### config.mk
export PLATFORM = sky130hd
export DESIGN_NAME = e8tc_top
export DESIGN_NICKNAME = d
export VERILOG_FILES = /design/src/include/e8tc_pkg.sv /design/src/design/e8tc_prescaler.sv /design/src/design/e8tc_sync.sv /design/src/design/e8tc_top.sv
export VERILOG_INCLUDE_DIRS = /design/src /design/src/include
export SDC_FILE = /design/constraint.sdc
export NUM_CORES = 1
export LEC_CHECK = 0
export BUFFER_PORTS_ARGS = -buffer_cell sky130_fd_sc_hd__buf_2
export CORE_UTILIZATION = 44
export CTS_BUF_LIST = sky130_fd_sc_hd__clkbuf_8
export DETAILED_ROUTE_END_ITERATION = 10
export GPL_TIMING_DRIVEN = 0
export PLACE_DENSITY = 0.78
export SYNTH_ARGS = -nofsm -noshare
export SYNTH_HDL_FRONTEND = slang
export SYNTH_SLANG_ARGS = --single-unit
### constraint.sdc
create_clock -name clk -period 1.95 [get_ports clk]
set_clock_uncertainty 0.1 [all_clocks]
set_input_delay 0.39 -clock clk [delete_from_list [all_inputs] [get_ports clk]]
set_output_delay 0.39 -clock clk [all_outputs]
set_load 0.03 [all_outputs]
### src/include/e8tc_consts.svh
// Offsets, field positions, reset values and timing counts of the eight-bit timer/counter.
`ifndef E8TC_CONSTS_SVH
`define E8TC_CONSTS_SVH

// Byte addresses of the registers on the Avalon-MM slave.
`define E8TC_ADDR_W        5
`define E8TC_OFS_COUNT     5'h00
`define E8TC_OFS_OPTION    5'h04
`define E8TC_OFS_STATUS    5'h08
`define E8TC_OFS_MASK      5'h0c
`define E8TC_OFS_STATE     5'h10

// Option register fields.
`define E8TC_OPT_SRC_BIT   5
`define E8TC_OPT_EDGE_BIT  4
`define E8TC_OPT_BYP_BIT   3
`define E8TC_OPT_RATE_LSB  0
`define E8TC_OPT_RATE_W    3
`define E8TC_OPT_W         6
`define E8TC_OPT_RST       6'h3f

// Status and mask fields.
`define E8TC_ST_OVF_BIT    0
`define E8TC_ST_W          1

// State register fields, read only.
`define E8TC_SS_PIN_BIT    0
`define E8TC_SS_INH_BIT    1
`define E8TC_SS_SLEEP_BIT  2

// Reset values.
`define E8TC_COUNT_RST     8'h00
`define E8TC_STATUS_RST    1'h0
`define E8TC_MASK_RST      1'h0

// Increment is held off for this many instruction cycles after a count write.
`define E8TC_WR_INHIBIT    2'h2
`define E8TC_INH_W         2

`endif

### src/include/e8tc_pkg.sv
// Types shared by the eight-bit timer/counter design.
package e8tc_pkg;
   typedef logic [7:0] e8tc_byte_t;
   typedef logic [2:0] e8tc_rate_t;
   typedef enum logic {
      src_timer,
      src_pin
   } e8tc_src_t;
endpackage

### src/design/e8tc_prescaler.sv
// Eight-bit prescaler dividing count ticks by two up to 256 in powers of two.
`timescale 1ns/1ps
`default_nettype none
module e8tc_prescaler #(
   parameter int W = 8
) (
   input  wire logic                clk,    // Clock.
   input  wire logic                nrst,   // Synchronous reset, active low.
   input  wire logic                clr,    // Clears the internal count.
   input  wire logic                tick,   // One count clock event.
   input  wire logic                bypass, // High gives a 1:1 rate.
   input  wire e8tc_pkg::e8tc_rate_t rate,  // Division select.
   output logic                     inc     // One-cycle increment request.
);
   import e8tc_pkg::*;

   logic [W-1:0] cnt_q;
   logic [W-1:0] cnt_d;
   logic [W-1:0] mask;

   // Ratio 2^(rate+1): the pulse fires when the low rate+1 bits are all one.
   always_comb begin
      mask  = W'((9'h002 << rate) - 9'h001);
      cnt_d = cnt_q;
      if (clr) begin
         cnt_d = '0;
      end else if (tick && !bypass) begin
         cnt_d = cnt_q + W'(1);
      end
   end

   assign inc = !clr && tick && (bypass || ((cnt_q & mask) == mask));

   always_ff @(posedge clk) begin
      if (!nrst) begin
         cnt_q <= '0;
      end else begin
         cnt_q <= cnt_d;
      end
   end
endmodule
`default_nettype wire

### src/design/e8tc_sync.sv
// Two-flip-flop synchroniser for a level arriving from a pin.
`timescale 1ns/1ps
`default_nettype none
module e8tc_sync (
   input  wire logic clk,   // Clock.
   input  wire logic nrst,  // Synchronous reset, active low.
   input  wire logic async, // Level from outside the clock domain.
   output logic      sync   // Level after two flip-flops.
);
   logic meta_q;
   logic sync_q;

   always_ff @(posedge clk) begin
      if (!nrst) begin
         meta_q <= 1'b0;
         sync_q <= 1'b0;
      end else begin
         meta_q <= async;
         sync_q <= meta_q;
      end
   end

   assign sync = sync_q;
endmodule
`default_nettype wire

### src/design/e8tc_top.sv
// Eight-bit timer/counter with prescaler, overflow interrupt and Avalon-MM register slave.
//
// Function
// - One eight-bit count register, readable and writable by software; timer or counter.
// - Timer mode without prescaler advances the count every instruction cycle.
// - Source select bit cleared selects timer mode on the instruction clock.
// - A count write suppresses incrementing for exactly two following instruction cycles.
// - Source select bit set selects counting of external input transitions.
// - Edge select one counts falling edges, zero counts rising edges.
// - A private eight-bit prescaler, independent of any watchdog prescaler.
// - Counter state is offered as a gating source to the companion 16-bit timer.
// - Prescaler divides by 2 to 256 via a 3-bit field; bypass gives 1:1.
// - A count write with byte lane 0 enabled clears the prescaler; prescaler is not software visible.
// - Each wrap from ff to 00 sets the overflow flag; only software clears it.
// - External count edges are synchronised to the instruction clock before use.
`include "e8tc_consts.svh"
`timescale 1ns/1ps
`default_nettype none
module e8tc_top (
   input  wire logic                      clk,            // 50 MHz instruction clock.
   input  wire logic                      nrst,           // Synchronous reset, active low.
   input  wire logic [`E8TC_ADDR_W-1:0]   address,        // Avalon byte address.
   input  wire logic                      read,           // Avalon read request.
   input  wire logic                      write,          // Avalon write request.
   input  wire logic [31:0]               writedata,      // Avalon write data.
   input  wire logic [3:0]                byteenable,     // Avalon byte lanes.
   output logic [31:0]                    readdata,       // Avalon read data.
   output logic                           waitrequest,    // Avalon wait request.
   input  wire logic                      ext_count_input, // External count pin.
   input  wire logic                      cpu_sleep,      // Processor is in sleep.
   output logic                           irq,            // Level interrupt.
   output e8tc_pkg::e8tc_byte_t           count_value,    // Live count for the 16-bit timer.
   output logic                           overflow_gate   // Overflow pulse for the 16-bit timer.
);
   import e8tc_pkg::*;

   // Bus handshake state.
   logic        ack_q;
   logic        ack_d;
   logic [31:0] rdata_q;
   logic [31:0] rdata_d;

   // Register state.
   e8tc_byte_t              tick_count_reg_q;
   e8tc_byte_t              tick_count_reg_d;
   logic [`E8TC_OPT_W-1:0]  option_q;
   logic [`E8TC_OPT_W-1:0]  option_d;
   logic [`E8TC_ST_W-1:0]   status_q;
   logic [`E8TC_ST_W-1:0]   status_d;
   logic [`E8TC_ST_W-1:0]   mask_q;
   logic [`E8TC_ST_W-1:0]   mask_d;
   logic [`E8TC_INH_W-1:0]  inhibit_q;
   logic [`E8TC_INH_W-1:0]  inhibit_d;
   logic                    pin_prev_q;
   logic                    pin_prev_d;
   logic                    ovf_pulse_q;
   logic                    ovf_pulse_d;

   // Decoded fields and events.
   e8tc_src_t   count_source_select;
   logic        source_edge_select;
   logic        prescaler_bypass;
   e8tc_rate_t  prescale_rate;
   logic        pin_sync;
   logic        pin_edge;
   logic        raw_tick;
   logic        tick;
   logic        inc;
   logic        wr_acc;
   logic        rd_first;
   logic        wr_low;
   logic        wr_count;
   logic        overflow;
   logic        sel_count;
   logic        sel_option;
   logic        sel_status;
   logic        sel_mask;

   assign count_source_select = e8tc_src_t'(option_q[`E8TC_OPT_SRC_BIT]);
   assign source_edge_select  = option_q[`E8TC_OPT_EDGE_BIT];
   assign prescaler_bypass    = option_q[`E8TC_OPT_BYP_BIT];
   assign prescale_rate       = option_q[`E8TC_OPT_RATE_LSB +: `E8TC_OPT_RATE_W];

   // The byte address is decoded whole, so writes to any other offset select nothing and are dropped.
   always_comb begin
      sel_count  = 1'b0;
      sel_option = 1'b0;
      sel_status = 1'b0;
      sel_mask   = 1'b0;
      case (address)
         `E8TC_OFS_COUNT: begin
            sel_count = 1'b1;
         end
         `E8TC_OFS_OPTION: begin
            sel_option = 1'b1;
         end
         `E8TC_OFS_STATUS: begin
            sel_status = 1'b1;
         end
         `E8TC_OFS_MASK: begin
            sel_mask = 1'b1;
         end
         default: begin
            sel_count = 1'b0;
         end
      endcase
   end

   // The pin is asynchronous, so it passes two flip-flops before the edge detector.
   e8tc_sync u_pin_sync (
      .clk   (clk),
      .nrst  (nrst),
      .async (ext_count_input),
      .sync  (pin_sync)
   );

   // Bus: one wait state on every access; the request completes on the second cycle.
   always_comb begin
      ack_d = (read || write) && !ack_q;
   end

   assign waitrequest = (read || write) && !ack_q;
   assign wr_acc      = write && ack_q;
   assign rd_first    = read && !ack_q;
   assign wr_low      = wr_acc && byteenable[0];
   assign wr_count    = wr_low && sel_count;

   // Read data is captured in the first cycle and stands at the completing edge.
   always_comb begin
      rdata_d = rdata_q;
      if (rd_first) begin
         rdata_d = '0;
         case (address)
            `E8TC_OFS_COUNT: begin
               rdata_d[7:0] = tick_count_reg_q;
            end
            `E8TC_OFS_OPTION: begin
               rdata_d[`E8TC_OPT_W-1:0] = option_q;
            end
            `E8TC_OFS_STATUS: begin
               rdata_d[`E8TC_ST_W-1:0] = status_q;
            end
            `E8TC_OFS_MASK: begin
               rdata_d[`E8TC_ST_W-1:0] = mask_q;
            end
            `E8TC_OFS_STATE: begin
               rdata_d[`E8TC_SS_PIN_BIT]   = pin_sync;
               rdata_d[`E8TC_SS_INH_BIT]   = (inhibit_q != '0);
               rdata_d[`E8TC_SS_SLEEP_BIT] = cpu_sleep;
            end
            default: begin
               rdata_d = '0;
            end
         endcase
      end
   end

   assign readdata = rdata_q;

   // Count clock selection and edge detection.
   always_comb begin
      pin_prev_d = pin_sync;
      if (source_edge_select) begin
         pin_edge = pin_prev_q && !pin_sync;
      end else begin
         pin_edge = !pin_prev_q && pin_sync;
      end
   end

   always_comb begin
      if (count_source_select == src_timer) begin
         raw_tick = 1'b1;
      end else begin
         raw_tick = pin_edge;
      end
      // Edges seen while frozen or held off are dropped, not queued.
      tick = raw_tick && !cpu_sleep && (inhibit_q == '0);
   end

   // The prescaler is not on the bus; only a count write reaches it.
   e8tc_prescaler #(
      .W (8)
   ) u_prescaler (
      .clk    (clk),
      .nrst   (nrst),
      .clr    (wr_count),
      .tick   (tick),
      .bypass (prescaler_bypass),
      .rate   (prescale_rate),
      .inc    (inc)
   );

   // Count, hold-off and overflow.
   always_comb begin
      tick_count_reg_d = tick_count_reg_q;
      inhibit_d        = inhibit_q;
      overflow         = 1'b0;
      if (inhibit_q != '0) begin
         inhibit_d = inhibit_q - `E8TC_INH_W'(1);
      end
      if (wr_count) begin
         // A software write wins over an increment in the same cycle.
         tick_count_reg_d = writedata[7:0];
         inhibit_d        = `E8TC_WR_INHIBIT;
      end else if (inc) begin
         tick_count_reg_d = tick_count_reg_q + 8'h01;
         overflow         = (tick_count_reg_q == 8'hff);
      end
      ovf_pulse_d = overflow;
   end

   assign count_value   = tick_count_reg_q;
   assign overflow_gate = ovf_pulse_q;

   // Option, status and mask registers.
   always_comb begin
      option_d = option_q;
      if (wr_low && sel_option) begin
         option_d = writedata[`E8TC_OPT_W-1:0];
      end
   end

   always_comb begin
      mask_d = mask_q;
      if (wr_low && sel_mask) begin
         mask_d = writedata[`E8TC_ST_W-1:0];
      end
   end

   always_comb begin
      status_d = status_q;
      if (wr_low && sel_status) begin
         status_d = status_q & ~writedata[`E8TC_ST_W-1:0];
      end
      // Set after clear, so an overflow in the clearing cycle is kept.
      if (overflow) begin
         status_d[`E8TC_ST_OVF_BIT] = 1'b1;
      end
   end

   assign irq = |(status_q & mask_q);

   // The handshake flop is high only in the second cycle of an access.
   always_ff @(posedge clk) begin
      if (!nrst) begin
         ack_q <= 1'b0;
      end else begin
         ack_q <= ack_d;
      end
   end

   always_ff @(posedge clk) begin
      if (!nrst) begin
         rdata_q <= '0;
      end else begin
         rdata_q <= rdata_d;
      end
   end

   // The previous-level flop resets low, so a pin already high when reset ends counts as one rising edge.
   always_ff @(posedge clk) begin
      if (!nrst) begin
         pin_prev_q <= 1'b0;
      end else begin
         pin_prev_q <= pin_prev_d;
      end
   end

   always_ff @(posedge clk) begin
      if (!nrst) begin
         tick_count_reg_q <= `E8TC_COUNT_RST;
         inhibit_q        <= '0;
         ovf_pulse_q      <= 1'b0;
      end else begin
         tick_count_reg_q <= tick_count_reg_d;
         inhibit_q        <= inhibit_d;
         ovf_pulse_q      <= ovf_pulse_d;
      end
   end

   always_ff @(posedge clk) begin
      if (!nrst) begin
         option_q <= `E8TC_OPT_RST;
      end else begin
         option_q <= option_d;
      end
   end

   always_ff @(posedge clk) begin
      if (!nrst) begin
         mask_q <= `E8TC_MASK_RST;
      end else begin
         mask_q <= mask_d;
      end
   end

   always_ff @(posedge clk) begin
      if (!nrst) begin
         status_q <= `E8TC_STATUS_RST;
      end else begin
         status_q <= status_d;
      end
   end
endmodule
`default_nettype wire

Word-level counts from Yosys, hierarchy flattened
Index checks and enable logic that the tools add are counted.

Shifts and indexed selects: 1. Muxes and demuxes: 18. Bitwise gates (word level): 5. Reduce and logical (&&, ||, !) cells: 30. Equality and inequality tests: 6. Add/subtract/negate cells: 4.

Operator list (number): adder 8 x 1 -> 8 bit, second input constant (2); 2-to-1 mux 8 bit (2); logical AND 1 bit (15); equality test 5 x 4 -> 1 bit, second input constant (2); 2-to-1 mux 1 bit (10); bitwise AND 8 bit (1); equality test 8 bit (1); equality test 8 bit, second input constant (1); nonzero test 2 bit (4); left shift 2 x 3 -> 8 bit, first input constant (1); subtractor 8 x 1 -> 8 bit, second input constant (1); logical NOT 1 bit (6); 2-to-1 mux 2 bit (3); case mux 2 bit (3 select lines) (1); case mux 3 bit (2 select lines) (1); equality test 5 x 3 -> 1 bit, second input constant (1); equality test 5 bit, second input constant (1); logical NOT 5 bit (1); case mux 1 bit (5 select lines) (1); bitwise AND 1 bit (2); logical NOT 2 bit (1); logical OR 1 bit (2); inverter 1 bit (2); OR reduction 2 bit (1); subtractor 2 x 1 -> 2 bit, second input constant (1).

Input port bits: 47. Output and inout bits: 43. Bits in registers: 39. Word-level logic and storage cells: 77.

Depth between registers and ports, before layout
Depth after elaboration: 11. Depth in mapped cells: 6. Depth with buffers taken out: 5.

Cells and area by module
From an unflattened synthesis, not the netlist that was laid out.

Cell total of the unflattened synthesis: 265. Area total of the unflattened synthesis: 2250.9 µm².

By module, submodules not included: e8tc_top (cells each 197, times used 1, seq. area each 580.6 µm², area an instance 1660.3 µm²); e8tc_prescaler (cells each 64, times used 1, seq. area each 160.2 µm², area an instance 538.0 µm²); e8tc_sync (cells each 4, times used 1, seq. area each 40.0 µm², area an instance 52.6 µm²).

Least setup slack after synthesis
Ideal clock, no wire load.

Path kind: flip-flop to flip-flop. Start point: register tick_count_reg_q[0] (netlist: count_value[0]). End point: register tick_count_reg_q[6] (netlist: count_value[6]). Period minus slack after synthesis: 1982 ps. Library setup time: 74 ps. Buffers on the path: 0. Cell stages (with the launch flop): 6. Setup slack: -32 ps. Arrival time: 1808 ps. Data required time: 1776 ps. Cells stage by stage: dfxtp_1 ha_1 nand3_1 or2_2 or4_1 a31oi_1.

Cells in the longest elaborated chain, start to end: 3.

RTL lines: start, declared (RTL line e8tc_top.sv:44) `e8tc_byte_t tick_count_reg_q;`; start signal, assigned (RTL line e8tc_top.sv:271) `` tick_count_reg_q <= `E8TC_COUNT_RST; ``; start signal, assigned (RTL line e8tc_top.sv:275) `tick_count_reg_q <= tick_count_reg_d;`; adder 8 x 1 -> 8 bit (RTL line e8tc_top.sv:206) `tick_count_reg_d = tick_count_reg_q + 8'h01;`; 2-to-1 mux 8 bit (RTL line e8tc_top.sv:205) `end else if (inc) begin`; 2-to-1 mux 8 bit (RTL line e8tc_top.sv:201) `if (wr_count) begin`.

No other way between the ends. The select of a mux whose other input is x is not followed. A chain may end at the register's enable or synchronous reset.

Final worst setup path
Start point: register u_pin_sync.sync_q (netlist: u_pin_sync.sync). End point: register tick_count_reg_q[2] (netlist: count_value[2]).

Cells in the longest elaborated chain, start to end: 9. Elaborated cells on any way between the ends: 10. Classes of those cells: mux: 2; reduce/logical: 8.

RTL lines: start, declared (RTL line e8tc_sync.sv:11) `logic sync_q;`; start signal, assigned (RTL line e8tc_sync.sv:19) `sync_q <= meta_q;`; logical NOT 1 bit (RTL line e8tc_top.sv:164) `pin_edge = pin_prev_q && !pin_sync;`; logical AND 1 bit (RTL line e8tc_top.sv:164); 2-to-1 mux 1 bit (*) (RTL line e8tc_top.sv:163) `if (source_edge_select) begin`; 2-to-1 mux 1 bit (*) (RTL line e8tc_top.sv:171) `if (count_source_select == src_timer) begin`; logical AND 1 bit (*) (2 in a row) (RTL line e8tc_top.sv:177) `tick = raw_tick && !cpu_sleep && (inhibit_q == '0);`; logical AND 1 bit (*) (2 in a row) (RTL line e8tc_prescaler.sv:32) `assign inc = !clr && tick && (bypass || ((cnt_q & mask) == mask));`; nonzero test 2 bit (no source line) (*).

Mark *: on every way between the ends. The rest lies on a longest branch, timed or not.

==> out/results.txt <==
slowest stage delay, CP: 460 ps
grt total ovfl: 0
# rows: 24
final std cells w/o fill: 369
Clock Tree Root: clkbuf_8
Slew Limit Fails: 0
routed wl met3: 430 microns
die width: 71.3 microns
initial core utilization: 47.2%
failing checks: DRC
status: finished, violations left
RSZ-0062 raised after global routing: yes
post-place setup slack: -343 ps
Rel. slew slack: 62.5%
fraction of registers with async set/reset: 0%
number of buffers added on ports: 38
sequential cell area fraction in the yosys report: 37.0%
DRC viols: 2
H-tree Lvls: 2
Clock transition at path regs: 80 ps
#FFs+latches synth: 39
Die ar.: 5080 sq um
number of I/O pins: 90
Worst EP arrival: 2070 ps
syn avg cell area: 8.62 sq um
vias in the first global route: 1636
Placed Area: 2460 sq um
GRT Total Usage: 20.8%
Mapped Area: 2110 sq um
Pwr Total: 1.68 mW
# clock sinks: 39
Pwr Density: 631 nW/um^2
Post-layout nets: 365
drt first pass iters: 7
Worst R2R Setup Slack: 10 ps
Startpoint Class: register
Area growth syn-to-layout: 26.1%
CTS max path bufs: 2
crit path max-delay cell type: or4_1
antenna violations before repair: 0
crit path cell chain: or3b_4, a31o_4, buf_6, or4_1, a31oi_1
EDFF count, synth: 0
antenna diode count: 0
Critical Path RT: 2080 ps
minimum clock period: 1940 ps
pin count of the biggest net entering global routing: 13
Core Area: 4470 sq um
Worst Tran Pin Value: 562 ps
synthesized instance count: 245
CP Class: reg2reg
final worst setup slack: 10.3 ps
DR vias: 2007
final worst-path cycle share: 99.5%
wire length on met2: 2280 microns
Max Fclk: 516 MHz
dominant synthesized flop cell: dfxtp_1
Fin. Hold Viols: 0
Starting DRT DRC Count: 220
min-delay worst type: in2reg
share of cells above drive strength 1: 34.4%
vias per inst: 5.44
Synth cell types: 54
Synth Warn #: 0
RePlAce Congestion: 0.877
final wirelength: 5150 microns
fin area: 2660 sq um
Peak supply drop: 424 uV
routed length per instance: 14.0 microns
max_cap viols: 0
first-pass GRT wire length: 8190 microns
Critical Path End Type: register
crit-path max FO: 6
wl on met1: 2380 microns
Inserted Clock Buffers: 5
LEAKAGE: 1.14 nW
DP HPWL: 3760 microns
Yosys top cell by area: dfxtp_1
CTS tree: done
Die Ht: 71.3 microns
synth top area cells: dfxtp_1 (37%), buf_4 (8.5%), nand3_1 (4.5%)
top sig layer: met4
latest clock arrival within the worst-skew pair: 290 ps
Final setup viols: 0
DRT antenna net count: 0
Yosys top cell area share: 37.0%
Inst Count DP: 358
-- worst paths after layout --
check | startpoint | to | cells after the start
hold reg to reg | u_pin_sync.meta_q$_SDFF_PN0_ | u_pin_sync.sync$_SDFF_PN0_ | 1
setup / recovery | u_pin_sync.sync$_SDFF_PN0_ | count_value[2]$_SDFFE_PN0P_ | 5
setup reg to reg | u_pin_sync.sync$_SDFF_PN0_ | count_value[2]$_SDFFE_PN0P_ | 5
hold / removal | ext_count_input | u_pin_sync.meta_q$_SDFF_PN0_ | 2
-- metal layers --
layer / track usage (%) / vias up
li1: - / 990
met1: 29.8 / 913
met2: 31.0 / 97
met3: 4.92 / 7
met4: 7.11 / 0
met5: 0 / -
-- per-stage QoR --
stage | setup TNS (ps) | util, % | hold WS, ps
after floorplan | 0 | - | 312
final | 0 | 59.5 | 197
after detailed placement | -5450 | 54.9 | 322
after CTS | 0 | 58.2 | 194
after global routing | -60.6 | 59.5 | 193
after global placement | -4580 | 54.9 | 317
-- sequential cells by signal, summed over array words and instances, names as in the netlist --
| signal | flops |
|---|---|
| ack_q | 1 |
| count_value | 8 |
| inhibit_q | 2 |
| mask_q | 1 |
| option_q | 6 |
| overflow_gate | 1 |
| pin_prev_q | 1 |
| readdata | 8 |
| status_q | 1 |
| u_pin_sync.meta_q | 1 |
| u_pin_sync.sync | 1 |
| u_prescaler.cnt_q | 8 |
-- cell type report --
type	count	area (sq um)
fill	406	1810
multi-input combinational	190	1220
sequential	39	802
buffer	33	230
timing repair buffer	43	225
clock buffer	7	96.3
tap	52	65.1
inverter	4	15.0
clock inverter	1	7.51
-- kinds of logic after synthesis --
kind of cell	Yosys count	synth area share, %
other	1	0.178
adder cells (fa/ha/maj)	2	1.18
XOR/XNOR	7	2.90
AND/OR/NAND/NOR	106	27.4
flip-flops	39	37.0
multiplexers	3	2.07
AO/OA/AOI/OAI	48	17.7
buffers and inverters	39	11.6
-- critical path, delay by kind of cell (launching register included) --
kind | cells | cell delay [ps]
simple gates | 2 | 870
compound gates | 2 | 430
flops | 1 | 340
buf+inv | 1 | 130
-- cell usage after synthesis (2+ instances only) --
cell / n
dfxtp_1: 39
buf_4: 24
nand2_1: 23
nor2_1: 20
nand3_1: 19
clkbuf_1: 10
nand4_1: 7
a31oi_1: 6
nor3b_1: 6
a221oi_1: 5
and2_1: 5
o21ai_0: 5
a21oi_1: 4
inv_1: 4
o31ai_1: 4
or4_1: 4
xnor2_1: 4
a21boi_0: 3
and3_1: 3
nor2b_1: 3
nor4_2: 3
o211ai_1: 3
xor2_1: 3
a21boi_1: 2
a31o_2: 2
and3b_1: 2
ha_1: 2
nand2b_1: 2
nand3b_1: 2
nor3_1: 2
-- report_power, final --
group | internal [mW] | switching [mW]
registers | 0.806 | 0.00900
logic | 0.0882 | 0.161
clock network | 0.322 | 0.294
total | 1.22 | 0.464
-- repair_timing --
| action | CTS | global route |
|---|---|---|
| endpoints found under the setup margin | 15 | 23 |
| pin swaps | 3 | 7 |
| hold endpoints to repair | 0 | 0 |
| buffers inserted | 2 | 2 |
| hold buffers | 0 | 0 |
| resized for setup | 11 | 15 |
| gates cloned | 0 | 1 |
-- cell usage in the layout, fill, tap and decap left out, drive strengths merged, types with 2 or more instances in the layout --
master  instances
a31oi           7
and3            3
ha              2
xnor2           4
dfxtp          39
nor3            2
nand3b          2
o21ai           6
and2            6
nand2b          2
a21oi           4
inv             4
o211ai          3
and3b           2
nor2b           3
nor2           20
or4             4
clkbuf         14
nor3b           6
a221oi          5
nand2          23
nor4            4
conb           24
buf            69
xor2            3
a21boi          5
nand3          19
o31ai           4
a31o            3
nand4           7
(Power assumes the default switching activity.)
